[src/inc/dmst_pkg.sv]
// package: constants and types of the decoder master sync timing block
// Behaviour
// pixel clock is the master oscillator divided by two
// picture sync resynchronises the clock divider chain
// pixel counter runs 612 pixels; line load strobe during pixel 612
// pixel address is zero right after the line load strobe ends
// pixels 0 to 99 are horizontal blanking, next 512 active video
// picture sync resets pixel counter and the composite sync generator
// one transform clock set per segment; rate follows resolution
// segment pixel counter gives the 5-bit output select address
// the same address addresses the offset correction memory
// resolution mode picks segment start value and transform clock rate
// in horizontal blanking line number replaces address; force mid-grey
// output section runs at full, half or quarter pixel rate
// offset loop: comparator, up/down counter, 64 x 9 memory
// in active video the memory output follows each pixel
// offset memory updated once per line in blanking, held while active
// mode word selects one of three reconstruction filters
// line counter runs 525 lines; clear strobe during line 525
// line address is zero right after the clear strobe ends
// 21 blank, 240 field 1, 23 blank, 240 field 2, last line blank
// picture sync resets the line counter
// control memory load strobe during field 1 vertical blanking
// mid-grey start strobe once per field; write inhibit for 128 mode
// 128 mode inhibits line memory writes on alternate lines
// offset counter steps one by comparator polarity, then written back
package dmst_pkg;
  localparam int OSC_KHZ = 19278;
  localparam int PIX_KHZ = OSC_KHZ / 2;

  localparam logic [9:0] PIX_LAST     = 10'h263;
  localparam logic [9:0] HBLANK_PIX   = 10'h064;
  localparam logic [9:0] LINE_LAST    = 10'h20C;
  localparam logic [9:0] F1_START     = 10'h015;
  localparam logic [9:0] F1_END       = 10'h105;
  localparam logic [9:0] F2_START     = 10'h11C;
  localparam logic [9:0] OFS_MEAS_PIX = 10'h03C;

  localparam logic [4:0] SEG_LAST      = 5'h1F;
  localparam logic [4:0] SEG_START_512 = 5'h00;
  localparam logic [4:0] SEG_START_256 = 5'h00;
  localparam logic [4:0] SEG_START_128 = 5'h00;
  localparam logic [1:0] OUT_DIV_512   = 2'h0;
  localparam logic [1:0] OUT_DIV_256   = 2'h1;
  localparam logic [1:0] OUT_DIV_128   = 2'h3;

  localparam int         OFS_AW    = 6;
  localparam int         OFS_W     = 9;
  localparam int         OFS_DEPTH = 64;
  localparam logic [8:0] OFS_MID   = 9'h100;
  localparam logic [8:0] OFS_MAX   = 9'h1FF;
  localparam logic [8:0] OFS_MIN   = 9'h000;

  localparam logic [11:0] REG_CTRL   = 12'h000;
  localparam logic [11:0] REG_STATUS = 12'h004;
  localparam logic [11:0] REG_POS    = 12'h008;
  localparam int          CTRL_W     = 3;
  localparam int          CTRL_INTERP = 2;
  localparam logic [2:0]  CTRL_RESET = 3'h0;

  typedef enum logic [1:0] {RES_512, RES_256, RES_128} dmst_res_e;
endpackage

[src/rtl/dmst_ofs_mem.sv]
// offset correction memory, registered read data
`timescale 1ns/10ps
module dmst_ofs_mem (
  input  wire logic                           pclk,
  input  wire logic                           we,
  input  wire logic [dmst_pkg::OFS_AW-1:0]    addr,
  input  wire logic [dmst_pkg::OFS_W-1:0]     wdata,
  output logic      [dmst_pkg::OFS_W-1:0]     rdata_ff
);
  import dmst_pkg::*;

  logic [OFS_W-1:0] mem [0:OFS_DEPTH-1];

  // no reset: contents are tracked as valid by the owner
  always_ff @(posedge pclk)
  begin
    if (we)
    begin
      mem[addr] <= wdata;
    end
    rdata_ff <= mem[addr];
  end
endmodule

[src/rtl/dmst_timing.sv]
// decoder master sync timing generator with apb control
`timescale 1ns/10ps
module dmst_timing (
  input  wire logic        pclk,
  input  wire logic        presetn,
  input  wire logic        psel,
  input  wire logic        penable,
  input  wire logic        pwrite,
  input  wire logic [11:0] paddr,
  input  wire logic [31:0] pwdata,
  output logic      [31:0] prdata,
  output logic             pready,
  output logic             pslverr,
  input  wire logic        master_osc,
  input  wire logic        picture_sync,
  input  wire logic        comp_above,
  output logic             pixel_clk,
  output logic             pll_div_resync,
  output logic             tv_sync_reset,
  output logic [9:0]       pixel_addr,
  output logic [9:0]       line_addr,
  output logic             line_load_strobe,
  output logic             line_counter_clear_strobe,
  output logic             hblank,
  output logic             vblank,
  output logic             active_video,
  output logic             field2,
  output logic             seg_clk,
  output logic [4:0]       seg_addr,
  output logic             midgrey_force,
  output logic             out_sample_strobe,
  output logic [1:0]       filter_select,
  output logic [dmst_pkg::OFS_W-1:0] correction_value,
  output logic             control_ram_load,
  output logic             field_midgrey_start,
  output logic             line_memory_write_inhibit
);
  import dmst_pkg::*;

  // ----------------------------------------------------------------
  // state
  // ----------------------------------------------------------------
  typedef struct packed {
    logic                 osc_d;
    logic                 div;
    logic                 pll_resync;
    logic                 tv_reset;
    logic [9:0]           pix;
    logic [9:0]           line;
    logic                 lls;
    logic                 lcs;
    logic                 hblank;
    logic                 vblank;
    logic                 active;
    logic                 field2;
    logic [1:0]           out_div;
    logic [4:0]           seg;
    logic                 seg_clk;
    logic [4:0]           seg_addr;
    logic                 midgrey;
    logic                 out_strobe;
    logic [1:0]           filter;
    logic [OFS_AW-1:0]    mem_addr;
    logic                 mem_we;
    logic [OFS_W-1:0]     mem_wdata;
    logic [OFS_DEPTH-1:0] valid;
    logic                 rd_valid;
    logic [OFS_W-1:0]     corr;
    logic                 ram_load;
    logic                 midgrey_start;
    logic                 wr_inhibit;
    logic [CTRL_W-1:0]    ctrl;
    logic [31:0]          prdata;
    logic                 pready;
    logic                 pslverr;
  } dmst_state_s;

  dmst_state_s      st_ff;
  dmst_state_s      nxt_st;
  logic [OFS_W-1:0] mem_rdata;
  logic             osc_edge;
  logic             pix_tick;
  logic             last_pix;
  dmst_res_e        res;
  logic [1:0]       out_limit;
  logic [4:0]       seg_start;
  logic [OFS_W-1:0] ofs_now;
  logic [OFS_W-1:0] ofs_adj;

  dmst_ofs_mem u_mem (
    .pclk     (pclk),
    .we       (st_ff.mem_we),
    .addr     (st_ff.mem_addr),
    .wdata    (st_ff.mem_wdata),
    .rdata_ff (mem_rdata)
  );

  // ----------------------------------------------------------------
  // mode decode
  // ----------------------------------------------------------------
  always_comb
  begin
    unique case (st_ff.ctrl[1:0])
      2'h1:
      begin
        res       = RES_256;
        out_limit = OUT_DIV_256;
        seg_start = SEG_START_256;
      end
      2'h2:
      begin
        res       = RES_128;
        out_limit = OUT_DIV_128;
        seg_start = SEG_START_128;
      end
      // code 3 is illegal and falls back to full resolution
      default:
      begin
        res       = RES_512;
        out_limit = OUT_DIV_512;
        seg_start = SEG_START_512;
      end
    endcase
  end

  // ----------------------------------------------------------------
  // next state
  // ----------------------------------------------------------------
  always_comb
  begin
    nxt_st = st_ff;
    osc_edge = master_osc & ~st_ff.osc_d;
    pix_tick = osc_edge & st_ff.div;
    last_pix = (st_ff.pix == PIX_LAST);
    ofs_now  = st_ff.rd_valid ? mem_rdata : OFS_MID;
    ofs_adj  = ofs_now;
    if (comp_above && ofs_now != OFS_MIN)
    begin
      ofs_adj = ofs_now - 9'h001;
    end
    else if (!comp_above && ofs_now != OFS_MAX)
    begin
      ofs_adj = ofs_now + 9'h001;
    end

    nxt_st.osc_d      = master_osc;
    nxt_st.pll_resync = 1'b0;
    nxt_st.tv_reset   = 1'b0;
    nxt_st.seg_clk    = 1'b0;
    nxt_st.out_strobe = 1'b0;
    nxt_st.mem_we     = 1'b0;

    if (osc_edge)
    begin
      nxt_st.div = ~st_ff.div;
    end

    if (picture_sync)
    begin
      nxt_st.div        = 1'b0;
      nxt_st.pll_resync = 1'b1;
      nxt_st.pix        = 10'h000;
      nxt_st.tv_reset   = 1'b1;
      nxt_st.line       = 10'h000;
      nxt_st.out_div    = 2'h0;
      nxt_st.seg        = seg_start;
    end
    else if (pix_tick)
    begin
      nxt_st.pix = last_pix ? 10'h000 : st_ff.pix + 10'h001;
      if (st_ff.active)
      begin
        // output rate divides the pixel clock per resolution; last pixel too
        if (st_ff.out_div == out_limit)
        begin
          nxt_st.out_div    = 2'h0;
          nxt_st.out_strobe = 1'b1;
          nxt_st.seg        = st_ff.seg + 5'h01;
          nxt_st.seg_clk    = (st_ff.seg == SEG_LAST);
        end
        else
        begin
          nxt_st.out_div = st_ff.out_div + 2'h1;
        end
      end
      if (last_pix)
      begin
        nxt_st.line    = (st_ff.line == LINE_LAST) ? 10'h000 : st_ff.line + 10'h001;
        nxt_st.seg     = seg_start;
        nxt_st.out_div = 2'h0;
      end
      // one measurement per line, late enough for the read to settle
      if (st_ff.hblank && st_ff.pix == OFS_MEAS_PIX)
      begin
        nxt_st.mem_we    = 1'b1;
        nxt_st.mem_wdata = ofs_adj;
        nxt_st.corr      = ofs_adj;
      end
    end

    if (st_ff.mem_we)
    begin
      nxt_st.valid[st_ff.mem_addr] = 1'b1;
    end

    // decodes taken from the next counter values so outputs agree
    nxt_st.lls      = (nxt_st.pix == PIX_LAST);
    nxt_st.lcs      = (nxt_st.line == LINE_LAST);
    nxt_st.hblank   = (nxt_st.pix < HBLANK_PIX);
    nxt_st.active   = ~nxt_st.hblank;
    nxt_st.vblank   = (nxt_st.line < F1_START) | nxt_st.lcs
                    | ((nxt_st.line >= F1_END) & (nxt_st.line < F2_START));
    nxt_st.field2   = (nxt_st.line >= F1_END) & ~nxt_st.lcs;
    nxt_st.seg_addr = nxt_st.hblank ? nxt_st.line[4:0] : nxt_st.seg;
    nxt_st.midgrey  = nxt_st.hblank;
    nxt_st.filter   = res;
    // address held during the write so the write hits the measured entry
    if (!nxt_st.mem_we && !st_ff.mem_we)
    begin
      nxt_st.mem_addr = nxt_st.hblank ? nxt_st.line[OFS_AW-1:0]
                                      : {1'b0, nxt_st.seg};
    end
    nxt_st.rd_valid = st_ff.valid[st_ff.mem_addr];
    if (st_ff.active)
    begin
      nxt_st.corr = ofs_now;
    end
    nxt_st.ram_load      = (nxt_st.line < F1_START);
    nxt_st.midgrey_start = (nxt_st.line == 10'h000) | (nxt_st.line == F1_END);
    // interpolation halves the unpacker output on odd lines only
    nxt_st.wr_inhibit    = (res == RES_128) & st_ff.ctrl[CTRL_INTERP]
                         & nxt_st.line[0];

    // --------------------------------------------------------------
    // apb slave: one wait state, write lands when pready is seen
    // --------------------------------------------------------------
    nxt_st.pready  = 1'b0;
    nxt_st.pslverr = 1'b0;
    if (psel && penable && !st_ff.pready)
    begin
      nxt_st.pready = 1'b1;
      unique case (paddr)
        REG_CTRL:
          nxt_st.prdata = {29'h0000000, st_ff.ctrl};
        REG_STATUS:
          nxt_st.prdata = {24'h000000, 2'h0, st_ff.filter, st_ff.field2,
                           st_ff.active, st_ff.vblank, st_ff.hblank};
        REG_POS:
          nxt_st.prdata = {6'h00, st_ff.line, 6'h00, st_ff.pix};
        default:
        begin
          nxt_st.prdata  = 32'h00000000;
          nxt_st.pslverr = 1'b1;
        end
      endcase
    end
    if (psel && penable && st_ff.pready && pwrite && paddr == REG_CTRL)
    begin
      nxt_st.ctrl = pwdata[CTRL_W-1:0];
    end
  end

  // ----------------------------------------------------------------
  // registers
  // ----------------------------------------------------------------
  always_ff @(posedge pclk or negedge presetn)
  begin
    if (!presetn)
    begin
      st_ff          <= '0;
      st_ff.hblank   <= 1'b1;
      st_ff.vblank   <= 1'b1;
      st_ff.midgrey  <= 1'b1;
      st_ff.ram_load <= 1'b1;
      st_ff.midgrey_start <= 1'b1;
      st_ff.ctrl     <= CTRL_RESET;
    end
    else
    begin
      st_ff <= nxt_st;
    end
  end

  // ----------------------------------------------------------------
  // outputs
  // ----------------------------------------------------------------
  assign prdata                    = st_ff.prdata;
  assign pready                    = st_ff.pready;
  assign pslverr                   = st_ff.pslverr;
  assign pixel_clk                 = st_ff.div;
  assign pll_div_resync            = st_ff.pll_resync;
  assign tv_sync_reset             = st_ff.tv_reset;
  assign pixel_addr                = st_ff.pix;
  assign line_addr                 = st_ff.line;
  assign line_load_strobe          = st_ff.lls;
  assign line_counter_clear_strobe = st_ff.lcs;
  assign hblank                    = st_ff.hblank;
  assign vblank                    = st_ff.vblank;
  assign active_video              = st_ff.active;
  assign field2                    = st_ff.field2;
  assign seg_clk                   = st_ff.seg_clk;
  assign seg_addr                  = st_ff.seg_addr;
  assign midgrey_force             = st_ff.midgrey;
  assign out_sample_strobe         = st_ff.out_strobe;
  assign filter_select             = st_ff.filter;
  assign correction_value          = st_ff.corr;
  assign control_ram_load          = st_ff.ram_load;
  assign field_midgrey_start       = st_ff.midgrey_start;
  assign line_memory_write_inhibit = st_ff.wr_inhibit;
endmodule

[config.mk]
export PLATFORM = sky130hd
export DESIGN_NAME = dmst_timing
export DESIGN_NICKNAME = d
export VERILOG_FILES = /design/src/inc/dmst_pkg.sv /design/src/rtl/dmst_ofs_mem.sv /design/src/rtl/dmst_timing.sv
export SDC_FILE = /design/constraint.sdc
export NUM_CORES = 1
export LEC_CHECK = 0
export BUFFER_PORTS_ARGS = -buffer_cell sky130_fd_sc_hd__buf_2
export CAP_MARGIN = 10
export CORE_UTILIZATION = 35
export CTS_CLUSTER_SIZE = 10
export DETAILED_ROUTE_END_ITERATION = 16
export PLACE_DENSITY = 0.49
export SYNTH_ARGS = -nofsm -noshare
export SYNTH_HDL_FRONTEND = slang
export SYNTH_HIERARCHICAL = 1
export SYNTH_SLANG_ARGS = --single-unit
[constraint.sdc]
create_clock -name pclk -period 4.99 [get_ports pclk]
set_input_delay 1.497 -clock pclk [delete_from_list [all_inputs] [get_ports pclk]]
set_output_delay 1.497 -clock pclk [all_outputs]
set_load 0.01 [all_outputs]
### Word level (Yosys, flattened, before mapping)

Memories as Yosys holds them, arrays and structs flattened. A register that Yosys moved wholly into a read port is not among the register bits.
Index checks and enable logic that the tools add are counted.

* memories kept: 1
* word-level logic and storage cells: 141
* register bits: 170
* bits in writable memories: 576
* output and inout port bits: 85
* input port bits: 52

Memories
* u_mem.mem: words 64, width 9, read ports 1, clocked after memory_dff 1, write ports 1, line dmst_ofs_mem.sv:12 `logic [OFS_W-1:0] mem [0:OFS_DEPTH-1];`

* order comparisons: 6
* multiplexer cells: 41
* equality and inequality tests: 15
* reduce and logical (&&, ||, !) cells: 26
* bitwise operators: 15
* add/sub/neg operators: 6

Operators with widths (count)
* one-hot mux 26 bit (3 select lines): 1
* bitwise OR 64 bit: 1
* two-way mux 9 bit: 7
* two-way mux 10 bit: 6
* equality test 10 bit, second input constant: 4
* two-way mux 20 bit: 2
* adder 10 x 1 -> 10 bit, second input constant: 2
* two-way mux 8 bit: 2
* two-way mux 7 bit: 2
* equality test 12 x 3 -> 1 bit, second input constant: 1
* equality test 12 x 4 -> 1 bit, second input constant: 1
* zero test 12 bit: 1
* two-way mux 6 bit: 2
* two-way mux 1 bit: 11
* equality test 10 x 6 -> 1 bit, second input constant: 1
* equality test 10 x 9 -> 1 bit, second input constant: 1
* greater-or-equal comparator 10 x 9 -> 1 bit, second input constant: 1
* logical AND 1 bit: 10
* zero test 10 bit: 1
* less-than comparator 10 x 5 -> 1 bit, second input constant: 1
* less-than comparator 10 x 7 -> 1 bit, second input constant: 1
* less-than comparator 10 x 9 -> 1 bit, second input constant: 1
* adder 9 x 1 -> 9 bit, second input constant: 1
* inequality test 9 bit, second input constant: 1
* 26 further kinds: 47

### Logic depth before layout (Yosys ltp)

* depth in word-level cells: 10
* gate-level depth with buffers: 14

### By module

Netlist, hierarchy kept.

Modules (own cells, without submodules)
* dmst_ofs_mem: cells an instance 1328, instances 1, area an instance 22676.7 µm², sequential area each 17476.8 µm²
* dmst_timing: cells an instance 839, instances 1, area an instance 8499.4 µm², sequential area each 4083.9 µm²

### Worst setup path after synthesis

OpenSTA, ideal clock, no wires.

* kind: input port to flip-flop
* from: in master_osc
* to: reg st_ff[126] (netlist name)
* arrival: 3.609 ns
* library setup time: 0.125 ns
* path slack: 1.256 ns
* buffers on the path: 2
* stages: 9
* path through: nand3b_1 or4_4 buf_6 nand2_4 buf_12 nor2_4 a2111oi_4 mux2_2 mux2_2

RTL lines
* from (decl): line dmst_timing.sv:14 `input wire logic master_osc,`
* to (signal assigned): line dmst_timing.sv:280 `st_ff <= nxt_st;`
* to (decl): line dmst_timing.sv:78 `dmst_state_s st_ff;`

==> reports/summary.md <==
### Outcome
• result of the run: finished clean

### Timing
• setup repair after global routing missed its margin: no
• clock period minus worst slack: 3.66 ns
• headroom to the max-slew limit: 24.4%
• max-slew violations: 0
• final hold violation count: 0
• # setup viols final: 0
• worst slew pin tran: 1.13 ns
• maximum clock rate: 273 MHz
• Post-Route Setup TNS: 0 ns
• Final Skew: 0.0281 ns
• worst hold margin: 0.441 ns
• fin crit share: 73.4%

### Floorplanning
• overall die width: 300 µm
• vertical die dimension: 300 µm
• core outline area: 88200 µm²
• cell row count: 109
• Die Footprint: 90300 µm²
• initial core utilization: 35.3%
• number of ports placed on the die boundary: 137

### Clock network
• number of buffers inserted for hold repair after clock tree synthesis: 0
• Root Buffer Master: clkbuf_16
• Num CTS Buffers: 88
• TritonCTS sink count: 748
• total number of H-tree levels: 3
• number of buffers added for setup after CTS: 0
• worst skew pair latency: 0.66 ns
• Post-CTS Resized: 0
• TritonCTS clock tree: done
• number of buffers on the longest clock path: 3
• post-CTS clock slew at the launch and capture registers of the worst setup and hold paths: 0.06 ns

### Logic synthesis
• most frequent cells after synthesis: edfxtp_1 (576), nor2_1 (162), dfrtp_1 (159), a221oi_1 (95), a22oi_1 (94)
• share of async-settable or async-resettable flops after synthesis: 21.8%
• synthesized area: 31200 µm²
• warning count from the yosys run: 6
• Yosys reg bits: 748
• dominant cell type by area after synthesis: edfxtp_1
• primary flip-flop cell chosen by synthesis mapping: edfxtp_1
• Syn Area/Cell: 14.4 µm²
• EDFF count, synth: 576
• synth top area cells: edfxtp_1 (55%), dfrtp_1 (13%), a221oi_1 (2.7%)
• proportion of netlist area held by the largest area contributor: 55.5%
• synthesized netlist cell count: 2167
• leading cell type by number of instances after synthesis: edfxtp_1
• sequential area share after synthesis: 69.2%
• Synth cell types: 93

### Run
• max cap viols: 0

### GRT
• fraction of met2 tracks used by global routing: 32.2%
• met3 track demand over resource in global routing: 2.85%
• gr ovfl total: 0
• global-route wire length before repair: 134000 µm
• vias in the first global route: 19500
• Top Usage Layer GRT: met2
• GR Layer Usage met1: 28.0%
• maximum number of pins on one net before global-route repair: 95
• combined global-route utilization of all metal layers: 20.2%
• initial antenna violation count: 0

### Routing
• Post-DRT Antenna Nets: 0
• post-detailed-route wirelength per cell: 26.5 µm
• routed via count: 19600
• via count normalized by instance count: 5.67
• final routed DRC violation total: 0
• first-iteration detailed-routing DRC count: 1691
• Total Wirelength: 91300 µm
• number of iterations in the first detailed-routing pass: 6

### Worst setup path
• crit end category: register
• Worst Path Required: 5.52 ns
• arrival time worst endpoint: 4.19 ns
• highest fanout seen on the critical path: 13
• startpoint class of the critical path: register
• critical path type: reg -> reg

### Layout
• synthesis-to-layout area growth: 12.6%
• proportion of layout cells with a drive suffix above 1: 17.5%
• net count reported at finish: 2299
• footprint of the flip-flops and latches: 21600 µm²
• Layout Utilization: 39.8%
• fill cell count: 8167
• combined area of the multi-input logic cells: 8330 µm²

### Pwr
• Worst VDD drop: 0.253 mV
• PwrDens: 359 nW/µm²
• total leakage power: 11.2 nW

### Placement
• Detailed Place HPWL: 56300 µm
• count of buffers inserted at the top-level ports: 95
• routability-driven placement congestion ratio: 0.861

### Hold path
• type of the most critical hold path: reg -> reg

flip-flops by register name, indices dropped and copies added, names as in the netlist, 2 cells and up:
signal / flops
prdata: 20
st_ff: 92
pixel_addr: 10
correction_value: 9
line_addr: 10
u_mem/mem: 576
filter_select: 2
u_mem/rdata_ff: 9
seg_addr: 5
final timing paths:
| path | endpoint | start | slack [ns] | cells after the start |
|---|---|---|---|---|
| max | st_ff[128] | pixel_addr[2] | 1.33 | 7 |
| min | st_ff[76] | st_ff[76] | 0.44 | 2 |
| max reg2reg | st_ff[128] | pixel_addr[2] | 1.33 | 7 |
| min reg2reg | st_ff[76] | st_ff[76] | 0.44 | 2 |
| max in group asynchronous | st_ff[84] | presetn | 2.91 | 2 |
| min in group asynchronous | prdata[3] | presetn | 0.92 | 1 |
placed cells by master, fill, tap and decap left out, drive strengths merged, types with 28 or more instances in the layout:
master    n
a22oi    94
o22ai    30
mux2i    49
a21o     40
nand2    93
edfxtp  576
mux2     46
a21oi    77
nor2    165
a221oi   99
nor3     30
clkbuf  126
nand3    43
o21ai    79
buf     179
inv      28
dfrtp   159
o21bai   30
where the power goes:
group | internal, mW | switching (mW)
Combinational | 0.0425 | 0.114
Sequential | 6.65 | 0.0231
Clock | 3.31 | 2.46
stage by stage:
stage | area [µm²] | cells | setup slack, ns | power [mW]
2_1_floorplan | 31200 | 2178 | 1.26 | 6.88
6_report | 35100 | 3450 | 1.33 | 12.6
3_3_place_gp | 32600 | 3310 | 0.820 | 6.95
4_1_cts | 35100 | 3449 | 1.28 | 12.7
5_1_grt | 35100 | 3449 | 1.17 | 13.0
3_5_place_dp | 32600 | 3310 | 0.781 | 6.96
worst max-delay path, cell delays in order (launching register included):
cell and delay, ns:
dfrtp_1 0.47, or4b_1 0.70, or4_4 0.65, nand2_4 0.20
nor4_1 0.12, a2111oi_4 0.69, mux2_2 0.43, mux2_2 0.27
cell type report:
class	instances	share of cell area, %
Antenna cell	1	0.00713
Clock buffer	126	6.74
Clock inverter	13	0.410
Inverter	26	0.278
Multi-Input combinational cell	1192	23.7
Sequential cell	748	61.5
Tap cell	1165	4.15
Timing Repair Buffer	179	3.20
cells by family after synthesis:
| logic type | Yosys count | synth area share (%) |
|---|---|---|
| AOI/OAI and AO/OA | 567 | 13.1 |
| xor gates and xnor gates | 21 | 0.590 |
| adders and majority gates | 12 | 0.482 |
| and+or+nand+nor | 460 | 7.21 |
| DFF | 748 | 69.2 |
| muxes | 120 | 5.05 |
| other | 1 | 0.0120 |
| buffers and inverters | 238 | 4.39 |
layer usage:
layer | vias up | wire, µm
met5 | - | 0
met1 | 10100 | 39700
met3 | 184 | 5380
met4 | 0 | 3240
met2 | 744 | 43000
li1 | 8546 | -
No activity file was read; power rests on OpenSTA's default activity.
